<file path="src/verilog/mbcw_pkg.sv">
package mbcw_pkg;

   // ==========================================================
   // Field widths
   localparam int LIM_W   = 6;
   localparam int IVAL_W  = 8;
   localparam int UNIT_W  = 5;
   localparam int NBIT_W  = 4;
   localparam int PRESC_W = 8;

   // ==========================================================
   // Base tick: oscillator periods per tick for each variant
   localparam logic [PRESC_W-1:0] TICK_OSC_315 = 8'h1E;
   localparam logic [PRESC_W-1:0] TICK_OSC_STD = 8'h1C;

   // Band 0 scales by 8 (shift 3), band 3 by 1 (shift 0)
   localparam logic [1:0]        BAND_SHIFT_MAX = 2'h3;

   // ==========================================================
   // Counter and data constants
   localparam logic [IVAL_W-1:0] IVAL_ZERO   = 8'h00;
   localparam logic [IVAL_W-1:0] IVAL_SAT    = 8'hFF;
   localparam logic [IVAL_W-1:0] IVAL_ONE    = 8'h01;
   localparam logic [PRESC_W-1:0] PRESC_ZERO = 8'h00;
   localparam logic [PRESC_W-1:0] PRESC_ONE  = 8'h01;
   localparam logic [UNIT_W-1:0] UNIT_ZERO   = 5'h00;
   localparam logic [UNIT_W-1:0] UNIT_HALF   = 5'h01;
   localparam logic [UNIT_W-1:0] UNIT_FULL   = 5'h02;
   localparam logic              DATA_IDLE   = 1'b1;

   // ==========================================================
   // Receive FIFO shape
   localparam int FIFO_DEPTH = 8;

   // ==========================================================
   // Types
   typedef enum logic [1:0] {
      ST_SLEEP = 2'b00,
      ST_CHECK = 2'b01,
      ST_RECV  = 2'b10
   } mbcw_state_t;

   typedef struct packed {
      logic [LIM_W-1:0] lower;
      logic [LIM_W-1:0] upper;
   } mbcw_limits_t;

   typedef struct packed {
      logic              level;
      logic [IVAL_W-1:0] ticks;
   } mbcw_edge_t;

   localparam int EDGE_W = $bits(mbcw_edge_t);

endpackage

</file>
<file path="src/verilog/mbcw_fifo.sv">
module mbcw_fifo
   import mbcw_pkg::*;
#(
   parameter int WIDTH = 9,
   parameter int DEPTH = 8
) (
   // Clock and reset
   input  logic             clk_i,
   input  logic             rst_n_i,
   // Fill side
   input  logic             in_valid_i,
   output logic             in_ready_o,
   input  logic [WIDTH-1:0] in_data_i,
   // Drain side
   output logic             out_valid_o,
   input  logic             out_ready_i,
   output logic [WIDTH-1:0] out_data_o
);

   localparam int AW = $clog2(DEPTH);

   logic [WIDTH-1:0] mem_r [DEPTH];
   logic [AW-1:0]    wr_ptr_r;
   logic [AW-1:0]    rd_ptr_r;
   logic [AW:0]      fill_r;
   logic             push;
   logic             pop;

   assign in_ready_o  = (fill_r != (AW+1)'(DEPTH));
   assign out_valid_o = (fill_r != '0);
   assign out_data_o  = mem_r[rd_ptr_r];
   assign push        = in_valid_i && in_ready_o;
   assign pop         = out_valid_o && out_ready_i;

   // ==========================================================
   // Storage
   always_ff @(posedge clk_i) begin
      if (push) begin
         mem_r[wr_ptr_r] <= in_data_i;
      end
   end

   // ==========================================================
   // Pointers and fill level
   always_ff @(posedge clk_i) begin
      if (!rst_n_i) begin
         wr_ptr_r <= '0;
         rd_ptr_r <= '0;
         fill_r   <= '0;
      end else begin
         if (push) begin
            wr_ptr_r <= (wr_ptr_r == AW'(DEPTH - 1)) ? '0 : wr_ptr_r + AW'(1);
         end
         if (pop) begin
            rd_ptr_r <= (rd_ptr_r == AW'(DEPTH - 1)) ? '0 : rd_ptr_r + AW'(1);
         end
         if (push && !pop) begin
            fill_r <= fill_r + (AW+1)'(1);
         end else if (pop && !push) begin
            fill_r <= fill_r - (AW+1)'(1);
         end
      end
   end

endmodule

</file>
<file path="src/verilog/mbcw_bit_check.sv">
// What this block does
// RQ1: Sender uses Manchester code for the telegram.
// RQ2: Telegram order: preburst, start bit, data.
// RQ3: Preburst is a run of identical bits.
// RQ4: Start bit flips away from preburst value.
// RQ5: Preburst covers sleep, startups and bit check.
// RQ6: Three-bit check finishes within about 3.5 bits.
// RQ7: Measure time between demodulator output edges.
// RQ8: Accept interval only inside programmed window.
// RQ9: Window bounds come from host-programmed counts.
// RQ10: Lower bound L ticks, upper (U-1) ticks.
// RQ11: Scaled tick is base times 8/4/2/1.
// RQ12: Base tick is 30 or 28 oscillator periods.
// RQ13: Full-bit bounds derived internally from half counts.
// RQ14: Full bounds are S minus/plus half D.
// RQ15: Each counted bit equals two half intervals.
// RQ16: Enough passes: enter receive, drive data out.
// RQ17: Any bad interval: stop check, go sleep.
// RQ18: Host picks half window near 25-30 percent.
// RQ19: Then full window is about 12.5 percent.
// RQ20: Tick counter restarts each edge, compared there.
// RQ21: Half window, full window, else reject.
module mbcw_bit_check
   import mbcw_pkg::*;
(
   // Clock and reset
   input  logic              clk_i,
   input  logic              rst_n_i,
   // Demodulator output
   input  logic              demod_i,
   // Configuration
   input  mbcw_limits_t      limits_i,
   input  logic [1:0]        rate_band_i,
   input  logic              variant_315_i,
   input  logic [NBIT_W-1:0] required_bit_pass_count_i,
   // Control
   input  logic              check_start_i,
   input  logic              rx_stop_i,
   // Status
   output logic              active_o,
   output logic              checking_o,
   output logic              receiving_o,
   output logic              check_pass_o,
   output logic              check_fail_o,
   output logic              overflow_o,
   // Received data
   output logic              data_o,
   output logic              rx_valid_o,
   input  logic              rx_ready_i,
   output mbcw_edge_t        rx_edge_o
);

   // ==========================================================
   // Declarations
   mbcw_state_t        state_r;
   mbcw_state_t        state_nxt;
   logic               demod_prev_r;
   logic               edge_seen;
   logic [PRESC_W-1:0] tick_len;
   logic [PRESC_W-1:0] presc_r;
   logic               tick;
   logic [IVAL_W-1:0]  ival_r;
   logic               armed_r;
   logic [UNIT_W-1:0]  units_r;
   logic [UNIT_W-1:0]  units_sum;
   logic [UNIT_W-1:0]  units_goal;
   logic [IVAL_W-1:0]  half_floor;
   logic [IVAL_W-1:0]  half_ceiling;
   logic [IVAL_W-1:0]  full_sum;
   logic [IVAL_W-1:0]  full_diff;
   logic [IVAL_W-1:0]  full_bit_floor_count;
   logic [IVAL_W-1:0]  full_bit_ceiling_count;
   logic [IVAL_W-1:0]  late_limit;
   logic               half_ok;
   logic               full_ok;
   logic               measure;
   logic               pass_now;
   logic               fail_now;
   logic               fifo_in_ready;
   logic               fifo_out_valid;
   logic               fifo_out_ready;
   mbcw_edge_t         fifo_out_data;
   mbcw_edge_t         push_edge;
   logic               push_valid;
   logic               active_r;
   logic               checking_r;
   logic               receiving_r;
   logic               pass_r;
   logic               fail_r;
   logic               overflow_r;
   logic               data_r;
   logic               rx_valid_r;
   mbcw_edge_t         rx_edge_r;

   // ==========================================================
   // Edge detect and scaled tick
   assign edge_seen = (demod_i != demod_prev_r); // RQ7

   // Base tick in oscillator periods, shifted up for slow bands
   assign tick_len = (variant_315_i ? TICK_OSC_315 : TICK_OSC_STD) // RQ12
                     << (BAND_SHIFT_MAX - rate_band_i); // RQ11
   assign tick     = (presc_r == tick_len - PRESC_ONE);

   always_ff @(posedge clk_i) begin
      if (!rst_n_i) begin
         demod_prev_r <= DATA_IDLE;
      end else begin
         demod_prev_r <= demod_i;
      end
   end

   // Prescaler and interval counter both restart on an edge, so the
   // captured tick count is whole ticks since the last edge
   always_ff @(posedge clk_i) begin
      if (!rst_n_i) begin
         presc_r <= PRESC_ZERO;
      end else if (edge_seen || tick) begin // RQ20
         presc_r <= PRESC_ZERO;
      end else begin
         presc_r <= presc_r + PRESC_ONE;
      end
   end

   always_ff @(posedge clk_i) begin
      if (!rst_n_i) begin
         ival_r <= IVAL_ZERO;
      end else if (edge_seen) begin // RQ20
         ival_r <= IVAL_ZERO;
      end else if (tick && ival_r != IVAL_SAT) begin
         ival_r <= ival_r + IVAL_ONE;
      end
   end

   // ==========================================================
   // Windows
   assign half_floor   = IVAL_W'(limits_i.lower); // RQ9
   assign half_ceiling = IVAL_W'(limits_i.upper) - IVAL_ONE; // RQ10
   assign full_sum     = IVAL_W'(limits_i.lower) + IVAL_W'(limits_i.upper);
   assign full_diff    = IVAL_W'(limits_i.upper) - IVAL_W'(limits_i.lower);
   assign full_bit_floor_count   = full_sum - (full_diff >> 1); // RQ13 RQ14
   assign full_bit_ceiling_count = full_sum + (full_diff >> 1); // RQ14

   assign half_ok = (ival_r >= half_floor) && (ival_r <= half_ceiling); // RQ8
   assign full_ok = (ival_r >= full_bit_floor_count)
                    && (ival_r <= full_bit_ceiling_count); // RQ21

   // Beyond both windows no later edge can pass, so fail without waiting;
   // this keeps the whole check within its bit-time budget
   assign late_limit = (full_bit_ceiling_count > half_ceiling) ? full_bit_ceiling_count : half_ceiling;

   assign measure    = (state_r == ST_CHECK) && armed_r && edge_seen;
   assign units_goal = UNIT_W'({required_bit_pass_count_i, 1'b0}); // RQ15
   assign units_sum  = units_r + (half_ok ? UNIT_HALF : UNIT_FULL); // RQ15

   always_comb begin
      pass_now = 1'b0;
      fail_now = 1'b0;
      if (measure) begin
         if (half_ok || full_ok) begin // RQ21
            pass_now = (units_sum >= units_goal);
         end else begin
            fail_now = 1'b1; // RQ17
         end
      end else if (state_r == ST_CHECK && armed_r && ival_r > late_limit) begin
         fail_now = 1'b1; // RQ6 RQ17
      end
   end

   // ==========================================================
   // Mode sequencing
   always_comb begin
      state_nxt = state_r;
      case (state_r)
         ST_SLEEP: begin
            if (check_start_i) begin
               state_nxt = ST_CHECK;
            end
         end
         ST_CHECK: begin
            if (fail_now) begin
               state_nxt = ST_SLEEP; // RQ17
            end else if (pass_now) begin
               state_nxt = ST_RECV; // RQ16
            end
         end
         ST_RECV: begin
            if (rx_stop_i) begin
               state_nxt = ST_SLEEP;
            end
         end
         default: begin
            state_nxt = ST_SLEEP;
         end
      endcase
   end

   always_ff @(posedge clk_i) begin
      if (!rst_n_i) begin
         state_r <= ST_SLEEP;
      end else begin
         state_r <= state_nxt;
      end
   end

   // First edge in a check only opens the first interval
   always_ff @(posedge clk_i) begin
      if (!rst_n_i) begin
         armed_r <= 1'b0;
      end else if (state_r != ST_CHECK) begin
         armed_r <= 1'b0;
      end else if (edge_seen) begin
         armed_r <= 1'b1;
      end
   end

   always_ff @(posedge clk_i) begin
      if (!rst_n_i) begin
         units_r <= UNIT_ZERO;
      end else if (state_r != ST_CHECK) begin
         units_r <= UNIT_ZERO;
      end else if (measure && (half_ok || full_ok)) begin
         units_r <= units_sum; // RQ15
      end
   end

   // ==========================================================
   // Status and data pin
   always_ff @(posedge clk_i) begin
      if (!rst_n_i) begin
         active_r    <= 1'b0;
         checking_r  <= 1'b0;
         receiving_r <= 1'b0;
         pass_r      <= 1'b0;
         fail_r      <= 1'b0;
      end else begin
         active_r    <= (state_nxt != ST_SLEEP);
         checking_r  <= (state_nxt == ST_CHECK);
         receiving_r <= (state_nxt == ST_RECV);
         pass_r      <= pass_now && !fail_now;
         fail_r      <= fail_now;
      end
   end

   // Pin idles high outside receive so the host sees no stray edges
   always_ff @(posedge clk_i) begin
      if (!rst_n_i) begin
         data_r <= DATA_IDLE;
      end else if (state_r == ST_RECV) begin
         data_r <= demod_i; // RQ16
      end else begin
         data_r <= DATA_IDLE;
      end
   end

   // ==========================================================
   // Receive edge stream into the FIFO
   assign push_valid      = (state_r == ST_RECV) && edge_seen;
   assign push_edge.level = demod_i;
   assign push_edge.ticks = ival_r;

   // The pin cannot be stalled; a refused push is flagged. A new start
   // clears the flag, but a refusal in that same cycle still sets it
   always_ff @(posedge clk_i) begin
      if (!rst_n_i) begin
         overflow_r <= 1'b0;
      end else if (push_valid && !fifo_in_ready) begin
         overflow_r <= 1'b1;
      end else if (state_r == ST_SLEEP && check_start_i) begin
         overflow_r <= 1'b0;
      end
   end

   mbcw_fifo #(
      .WIDTH (EDGE_W),
      .DEPTH (FIFO_DEPTH)
   ) u_fifo (
      .clk_i       (clk_i),
      .rst_n_i     (rst_n_i),
      .in_valid_i  (push_valid),
      .in_ready_o  (fifo_in_ready),
      .in_data_i   (push_edge),
      .out_valid_o (fifo_out_valid),
      .out_ready_i (fifo_out_ready),
      .out_data_o  (fifo_out_data)
   );

   // Output register keeps the host port straight from flip-flops
   assign fifo_out_ready = !rx_valid_r || rx_ready_i;

   always_ff @(posedge clk_i) begin
      if (!rst_n_i) begin
         rx_valid_r <= 1'b0;
         rx_edge_r  <= '0;
      end else if (fifo_out_ready) begin
         rx_valid_r <= fifo_out_valid;
         if (fifo_out_valid) begin
            rx_edge_r <= fifo_out_data;
         end
      end
   end

   assign active_o     = active_r;
   assign checking_o   = checking_r;
   assign receiving_o  = receiving_r;
   assign check_pass_o = pass_r;
   assign check_fail_o = fail_r;
   assign overflow_o   = overflow_r;
   assign data_o       = data_r;
   assign rx_valid_o   = rx_valid_r;
   assign rx_edge_o    = rx_edge_r;

   // ==========================================================
   // Checks
   property p_fail_to_sleep;
      @(posedge clk_i) disable iff (!rst_n_i)
      (state_r == ST_CHECK && armed_r && edge_seen && !half_ok && !full_ok)
         |=> (state_r == ST_SLEEP) && check_fail_o;
   endproperty
   a_fail_to_sleep: assert property (p_fail_to_sleep) else $error("bad interval did not end check"); // RQ17

   property p_pass_to_recv;
      @(posedge clk_i) disable iff (!rst_n_i)
      (measure && (half_ok || full_ok) && units_sum >= units_goal)
         |=> receiving_o ##1 (data_o == $past(demod_i));
   endproperty
   a_pass_to_recv: assert property (p_pass_to_recv) else $error("passed check did not enter receive"); // RQ16

   property p_half_window;
      @(posedge clk_i) disable iff (!rst_n_i)
      measure && ival_r == IVAL_W'(limits_i.upper) && ival_r < full_bit_floor_count |=> check_fail_o;
   endproperty
   a_half_window: assert property (p_half_window) else $error("interval at U ticks accepted"); // RQ10

   property p_full_bounds;
      @(posedge clk_i) disable iff (!rst_n_i)
      (limits_i.upper >= limits_i.lower) |->
         (IVAL_W'(2) * full_bit_floor_count + IVAL_W'(limits_i.upper) - IVAL_W'(limits_i.lower) ==
          IVAL_W'(2) * (IVAL_W'(limits_i.lower) + IVAL_W'(limits_i.upper)) + (limits_i.upper[0] ^ limits_i.lower[0]));
   endproperty
   a_full_bounds: assert property (p_full_bounds) else $error("full-bit floor mismatch"); // RQ14

   property p_counter_restart;
      @(posedge clk_i) disable iff (!rst_n_i)
      edge_seen |=> (ival_r == IVAL_ZERO) && (presc_r == PRESC_ZERO);
   endproperty
   a_counter_restart: assert property (p_counter_restart) else $error("counter did not restart on edge"); // RQ20

   property p_tick_scale;
      @(posedge clk_i) disable iff (!rst_n_i)
      tick |-> (presc_r + PRESC_ONE) == (variant_315_i ? TICK_OSC_315 : TICK_OSC_STD) * (8'h08 >> rate_band_i);
   endproperty
   a_tick_scale: assert property (p_tick_scale) else $error("tick length wrong for band"); // RQ11

   property p_too_late;
      @(posedge clk_i) disable iff (!rst_n_i)
      (state_r == ST_CHECK && armed_r && !edge_seen && ival_r > late_limit) |=> state_r == ST_SLEEP;
   endproperty
   a_too_late: assert property (p_too_late) else $error("overlong interval not rejected"); // RQ6

   property p_idle_pin;
      @(posedge clk_i) disable iff (!rst_n_i)
      (state_r != ST_RECV) |=> data_o == DATA_IDLE;
   endproperty
   a_idle_pin: assert property (p_idle_pin) else $error("data pin toggled outside receive"); // RQ16

   property p_no_early_pass;
      @(posedge clk_i) disable iff (!rst_n_i)
      $rose(receiving_o) |-> $past(units_r) + UNIT_FULL >= units_goal;
   endproperty
   a_no_early_pass: assert property (p_no_early_pass) else $error("receive entered before enough bits"); // RQ15

   property p_overflow;
      @(posedge clk_i) disable iff (!rst_n_i)
      (push_valid && !fifo_in_ready) |=> overflow_o;
   endproperty
   a_overflow: assert property (p_overflow) else $error("refused push not flagged");

endmodule

</file>
<file path="config.mk">
export PLATFORM = sky130hd
export DESIGN_NAME = mbcw_bit_check
export DESIGN_NICKNAME = d
export VERILOG_FILES = /design/src/verilog/mbcw_pkg.sv /design/src/verilog/mbcw_fifo.sv /design/src/verilog/mbcw_bit_check.sv
export SDC_FILE = /design/constraint.sdc
export NUM_CORES = 1
export LEC_CHECK = 0
export BUFFER_PORTS_ARGS = -buffer_cell sky130_fd_sc_hd__buf_2
export CORE_MARGIN = 8
export CORE_UTILIZATION = 59
export DETAILED_ROUTE_END_ITERATION = 6
export PLACE_DENSITY = 0.77
export RECOVER_POWER = 100
export SLEW_MARGIN = 20
export SYNTH_ARGS = -nofsm -noshare
export SYNTH_HDL_FRONTEND = slang
export SYNTH_HIERARCHICAL = 1
export SYNTH_SLANG_ARGS = --single-unit
</file>
<file path="constraint.sdc">
create_clock -name clk_i -period 10 [get_ports clk_i]
set_input_delay 0.5 -clock clk_i [delete_from_list [all_inputs] [get_ports clk_i]]
set_output_delay 0.5 -clock clk_i [all_outputs]
set_load 0.005 [all_outputs]
</file>
# After elaboration in Yosys (flattened, before gate mapping)
# Memories as Yosys holds them, arrays and structs flattened. A register that Yosys moved wholly into a read port is not among the register bits.
# Cells that the tools add are included.
# classes
add_sub_neg,14
magnitude_cmp,7
eq_ne,11
n_shift,1
mux,21
bitwise,1
reduce_logical,34
# ops
cell,n
$add A8 B1 Y8 const B,2
$gt A8 B8 Y1,2
$le A8 B8 Y1,2
$logic_and A1 B1 Y1,15
$mux W2,6
$mux W1,9
$add A7 B7 Y8,1
$eq A8 B8 Y1,1
$ge A8 B6 Y1,1
$ge A8 B8 Y1,1
$mux W4,2
$mux W8,1
$ne A8 B8 Y1 const B,1
$shl A5 B2 Y8,1
$sub A7 B7 Y8,1
$sub A8 B1 Y8 const B,1
$add A6 B6 Y7,1
$sub A6 B1 Y7 const B,1
$sub A6 B6 Y7,1
$add A3 B1 Y3 const B,2
$eq A3 B3 Y1 const B,2
$logic_not A1 Y1,6
$mux W3,2
$pmux W2 S3,1
17 further kinds,26
# word_totals
regBits,43
ram_bits,72
in_bits,25
output_inout_bits,17
elab_cells,107
mem_count,1
# memory_table
name,words,word_bits,rd,rd_ports_with_merged_regs,wr,line_no,source
u_fifo.mem_r,8,9,1,1,1,mbcw_fifo.sv:22,logic [WIDTH-1:0] mem_r [DEPTH];

# Longest topological paths before layout
# Gate-level depths: netlist of the first run.
# depth
word_depth,12
mapped_depth,26

# By module
# The synthesis of the first run kept the hierarchy.
# modules_own_cells
mod,instances,cells_per_inst,area_each_um2,seq_area_each_um2
mbcw_bit_check,1,498,4169.0,840.8
mbcw_fifo,1,179,3455.8,2422.3

# Worst setup path after synthesis of the first run
# OpenSTA, ideal clock, no wires.
# synth_path
kind,input -> register
from,input limits_i[0] (netlist bit)
to,"register active_r, in the netlist active_o"
setup_ns,0.058
arrival_ns,5.304
slack_ns,4.639
path_stages,26
n_path_buf,1
path_cell_list,inv_1 > ha_1 > inv_1 > fa_1 > a21o_1 > a21oi_1 > xnor2_1 > ha_1 > clkbuf_1 > a21oi_1 > o21a_1 > o21ba_2 > o21bai_1 > ha_1 > nand3_1 > nor2_1 > a22oi_2 > mux2_2 > ha_1 > nor2b_1 > o21a_1 > o21a_1 > o21ai_0 > nand2_1 > o31ai_1 > or2_1
# synth_via
elab_chain_cells,12
# synth_rtl
element,line_no,source
start: declaration,mbcw_bit_check.sv:32,"input mbcw_limits_t limits_i,"
branches (longest 9 deep; another with $add A7 B7 Y8),n/a,
$mux W2 (*),mbcw_bit_check.sv:180,if (fail_now) begin
$pmux W2 S3 (*),mbcw_bit_check.sv:173,case (state_r)
$reduce_bool A2 Y1 (*),mbcw_bit_check.sv:236,active_r <= (state_nxt != ST_SLEEP);
end signal: assignment,mbcw_bit_check.sv:236,
end: declaration,mbcw_bit_check.sv:85,logic active_r;
# Mark *: on every way between the ends.
# A chain may end at the register's enable or synchronous reset.

# Worst setup path after layout of the first run
# Ends and elaborated chain as after synthesis.

==> results of run 1 <==
[cell type report]
class / count / area share
multi-input cells: 484 / 0.475
flip-flops and latches: 127 / 0.384
clock buffers: 18 / 0.0505
well taps: 172 / 0.0253
repair buffers: 45 / 0.0236
inverters: 50 / 0.0221
clock inverters: 14 / 0.0196
[worst max-delay path by stage]
| stage | cells past startpoint | slack (ps) | endpoint |
|---|---|---|---|
| after global placement | 25 | 4100 | active_o |
| final | 25 | 3920 | active_o |
| after global routing | 25 | 3410 | active_o |
| after floorplan | 26 | 4640 | active_o |
| after detailed placement | 25 | 3860 | active_o |
| after CTS | 25 | 4270 | active_o |
[registers in the layout (all words and copies together), names as in the netlist, 2 cells and up, named ones only]
signal and count:
ival_r 8, presc_r 8, rx_edge_o 9, state_r 2
u_fifo/fill_r 4, u_fifo/mem_r 72, u_fifo/rd_ptr_r 3, u_fifo/wr_ptr_r 3
units_r 5
[report_power, final]
part / switching, W / internal (W)
Sequential: 0.0000488 / 0.000581
Clock: 0.000224 / 0.000391
Combinational: 0.000310 / 0.000277
Total: 0.000583 / 0.00125
[stage by stage]
stage | cells | power, W | setup WS [ps] | hold WS (ps)
3_5_place_dp | 878 | 0.00123 | 3860 | 463
5_1_grt | 910 | 0.00194 | 3410 | 404
4_1_cts | 910 | 0.00185 | 4270 | 384
2_1_floorplan | 677 | 0.00110 | 4640 | 439
6_report | 910 | 0.00183 | 3920 | 392
3_3_place_gp | 878 | 0.00120 | 4100 | 449
[cell families (layout without fill, tap and decap cells)]
logic type	count (synthesis)	after routing	share of synthesized area
AO/OA/AOI/OAI	120	120	0.108
AND/OR/NAND/NOR	184	184	0.120
buffers and inverters	66	127	0.0368
flip-flops	127	127	0.428
adder cells (fa/ha/maj)	96	96	0.163
XOR/XNOR	45	45	0.0517
multiplexers	39	39	0.0919
[synthesized netlist by cell type (all sizes together) (9+ instances only)]
library cell  instances  area, µm²
a21boi               17        128
a21o                 10       75.1
a21oi                35        175
clkbuf               10       37.5
dfxtp                55       1100
edfxtp               72       2160
ha                   90       1130
inv                  50        188
mux2                 14        158
mux4                 18        473
nand2                50        190
nand3                26        130
nand4                 9       71.3
nor2                 43        161
nor2b                10       62.6
nor3                 11       55.1
o21a                  9       67.6
o21ai                19        106
o21bai               10       75.1
xnor2                27        236
xor2                 18        158
[routing by layer]
| layer | up-vias | GRT usage |
|---|---|---|
| met3 | 30 | 0.0460 |
| met2 | 91 | 0.364 |
| li1 | 2567 | - |
| met5 | - | 0 |
| met1 | 2499 | 0.215 |
| met4 | 0 | 0.0772 |
[worst reg2reg max path: stages (launching register included)]
cell,delay (ps)
dfxtp_1,590
inv_1,270
ha_1,340
nor2b_1,40
o21ai_0,300
a21oi_1,200
a221oi_4,350
ha_1,250
inv_1,60
fa_1,480
ha_1,290
inv_1,30
o21ai_0,230
a21oi_1,100
o21ai_0,320
nand2_1,130
o21ai_0,240
or2_1,130
==> results_dict.tcl, run 1 <==
set metrics [dict create \
    die-area_um2 16800 \
    numCtsBuffers 17 \
    seq_area_frac_synth 0.428 \
    initial_core_util 0.604 \
    post_cts_buffers 0 \
    reg2reg_depth 17 \
    ios 42 \
    irDropWorstVdd_uv 93.1 \
    outcome "finished, violations left" \
    mostFrequentLayoutCell "ha_1" \
    cts_resized 0 \
    min_from "rx_stop_i" \
    path_common_cell "ha_1" \
    n_antenna_cell 0 \
    grt_pass1_wl_mm 25.8 \
    clk-insertion-delay-late_ps 420 \
    grt_max_degree 33 \
    hold_viol 0 \
    cp_max_fo 8 \
    critical-path-max-stage-delay_ps 770 \
    cts_hold_buf 0 \
    worstHoldPathCells 3 \
    vias_per_cell 5.70 \
    setup_violations 0 \
    root_buffer "clkbuf_16" \
    synth.avg_cell_area_um2 11.3 \
    post-route-min-period_ps 6080 \
    min_path_type "in2reg" \
    startpoint_type "primary input" \
    r2r-end "active_o" \
    r2r_setup_slack_ps 5600 \
    drive_gt1_frac 0.0962 \
    via_count 5187 \
    fmax_mhz 165 \
    clkSinkCount 127 \
    die_y_um 130 \
    failed_checks "max-capacitance violations, max-slew violations" \
    async_flop_share 0 \
    syn_nets 798 \
    gr-usage-all-layers 0.198 \
    utilization 0.673 \
    highest_layer "met4" \
    crit_required_ps 10360 \
    path_delay_family "compound AO/OA/AOI/OAI gates" \
    overflow 0 \
    dp_hpwl_mm 11.4 \
    syn2layout_area_growth_pct 11.4 \
    drt_iter0_drc 315 \
    yosys_register_bits 127 \
    fin_tns_setup_ps 0 \
    ys.flop_type "edfxtp_1" \
    p_leak_nw 3.52 \
    wirelength_mm 15.5 \
    wire_per_inst_um 17.1 \
    mostFrequentLayoutCells "ha_1, edfxtp_1, dfxtp_1" \
    syn_area_um2 7620 \
    fp-row-count 41 \
    num-fill-cells 973 \
    slew_viol_final 10 \
    cts_buffer_depth 2 \
    placed_cell_area_um2 7990 \
    post-route-period-util 0.608 \
    antenna_found_initial 0 \
    power_density_nw_per_um2 216 \
    startpoint "limits_i[0]" \
    maxCapViolCount 1 \
    drtAntennaViolNets 0 \
    grt_pass1_vias 5410 \
    cp_data_arrival_time_ps 6440 \
    slowest_stage "a22oi_1" \
    tightest_slew_ps 1610 \
    path_clk_slew_ps 50 \
    wl_met2_mm 8.25 \
    synthCells 677 \
    drc 0 \
    synth.distinct_cells 61 \
    fp.coreArea_um2 12600 \
    yosys_warnings 6 \
    slew_headroom -0.0797 \
    rsz0062_at_grt "no" \
    cts_tree "done" \
    multi_input_area_um2 4040 \
    dr.pass1.iters 4 \
    register_area_um2 3260 \
    fin_worst_skew_ps 11.3 \
    place.gp.congestion 0.882 \
    hold_path_end "receiving_o" \
    nNetsFinal 846 \
    die_w_um 130 \
    rr_startpoint "ival_r[0]" \
    timing.setup.critical_path_class "in2reg" \
    end_kind "flop" \
    port-buffer-count 41 \
    synth_edf_count 72 \
    cp_num_buf_inv 3 \
    htreeDepth 4 \
    route.met3.wl_um 660 \
    design_area_um2 8500 \
    wl_met1_mm 6.31 \
]
(Power assumes the default switching activity.)
==> run 2: changes to the inputs <==
CORE_UTILIZATION = 56   (was 59)
clock period = 5.4 ns   (was 10 ns; I/O delays follow)
==> results_dict.tcl, run 2 (same netlist as run 1, synthesis figures left out) <==
set metrics [dict create \
    drive_gt1_frac 0.112 \
    outcome "finished, violations left" \
    wire_per_inst_um 17.1 \
    fin_tns_setup_ps 0 \
    fin_worst_skew_ps 8.58 \
    tightest_slew_ps 1620 \
    cts_tree "done" \
    grt_pass1_wl_mm 26.0 \
    startpoint "limits_i[0]" \
    mostFrequentLayoutCell "ha_1" \
    cp_data_arrival_time_ps 5410 \
    port-buffer-count 41 \
    dp_slack_ps -174 \
    htreeDepth 4 \
    hold_viol 0 \
    reg2reg_depth 16 \
    fp.coreArea_um2 13300 \
    startpoint_type "primary input" \
    hold_slack_ps 158 \
    maxCapViolCount 1 \
    largest_register_ffs 72 \
    cp_num_buf_inv 4 \
    timing.setup.critical_path_class "in2reg" \
    cts_hold_buf 0 \
    r2r-end "active_o" \
    antenna_found_initial 0 \
    vias_per_cell 5.71 \
    wirelength_mm 15.9 \
    clkSinkCount 127 \
    fp-row-count 42 \
    via_count 5295 \
    n_antenna_cell 0 \
    post-route-min-period_ps 5100 \
    path_common_cell "ha_1" \
    crit_required_ps 5700 \
    slowest_stage "fa_1" \
    die_y_um 133 \
    post-route-period-util 0.945 \
    worstHoldPathCells 3 \
    slew_headroom -0.0881 \
    critical-path-max-stage-delay_ps 460 \
    hold_path_end "receiving_o" \
    largest_register "u_fifo/mem_r" \
    drtAntennaViolNets 0 \
    numCtsBuffers 17 \
    drc 0 \
    min_from "rx_stop_i" \
    syn2layout_area_growth_pct 12.9 \
    die-area_um2 17600 \
    cts_buffer_depth 2 \
    die_w_um 133 \
    end_kind "flop" \
    min_path_type "in2reg" \
    power_density_nw_per_um2 398 \
    failed_checks "max-capacitance violations, max-slew violations" \
    clk-insertion-delay-late_ps 420 \
    initial_core_util 0.573 \
    slew_viol_final 10 \
    dp_hpwl_mm 11.5 \
    setup_violations 0 \
    path_delay_family "adder cells" \
    root_buffer "clkbuf_16" \
    design_area_um2 8610 \
    setup_ws_ps 296 \
    placed_cell_area_um2 8080 \
    finalPower_w 0.00343 \
    grt_max_degree 33 \
    nNetsFinal 860 \
    cp_max_fo 4 \
    place.gp.congestion 0.868 \
    mostFrequentLayoutCells "ha_1, edfxtp_1, dfxtp_1" \
    dr.pass1.iters 5 \
    p_leak_nw 3.58 \
    r2r_setup_slack_ps 680 \
    gr-usage-all-layers 0.184 \
    grt_pass1_vias 5426 \
    ios 42 \
    overflow 0 \
    irDropWorstVdd_uv 270 \
    rr_startpoint "ival_r[3]" \
    fmax_mhz 196 \
    path_clk_slew_ps 50 \
    drt_iter0_drc 398 \
]
[run 2: cell types whose count changed in the layout (fill, tap and decap cells not counted), sizes merged]
cell / change
clkbuf: +3
bufinv: -1
buf: +12
[run 2: timing repair]
item,CTS,global route
endpoints found under the setup margin,0,2
setup buffers,0,3
gates resized for setup,0,1
[run 2: worst min-delay path, stage by stage]
cell and delay (ps):
buf_2 70, nand3b_1 100, o21ai_0 70
[run 2: final cells by class]
cell class,count,area (µm²)
Clock buffer,19,453
Tap cell,176,220
Clock inverter,13,136
Multi-Input combinational cell,484,4050
Inverter,50,188
Timing Repair Buffer,59,300
Fill cell,1022,4690
Sequential cell,127,3260
[run 2: stage by stage]
stage / utilization / std cells
2_1_floorplan: - / 677
3_3_place_gp: 0.607 / 893
3_5_place_dp: 0.607 / 893
4_1_cts: 0.652 / 925
5_1_grt: 0.647 / 928
6_report: 0.647 / 928
[run 2: power by group]
group          internal [W]  leakage (nW)  switching [W]
Combinational      0.000557          2.13       0.000580
Clock              0.000703         0.283       0.000421
Sequential          0.00108          1.16      0.0000914
[run 2: per-layer routing]
metal	part of all wire	global-route usage
met5	0	0
met4	0.015	0.0713
met3	0.044	0.0469
met2	0.53	0.335
met1	0.41	0.201
[run 2: worst max-delay path by stage]
| stage | to | slack [ps] | cells past startpoint |
|---|---|---|---|
| floorplan | active_o | 270 | 26 |
| global placement | active_o | 30 | 25 |
| detailed placement | active_o | -170 | 25 |
| CTS | active_o | 230 | 25 |
| global route | active_o | -20 | 26 |
| finish | active_o | 300 | 26 |
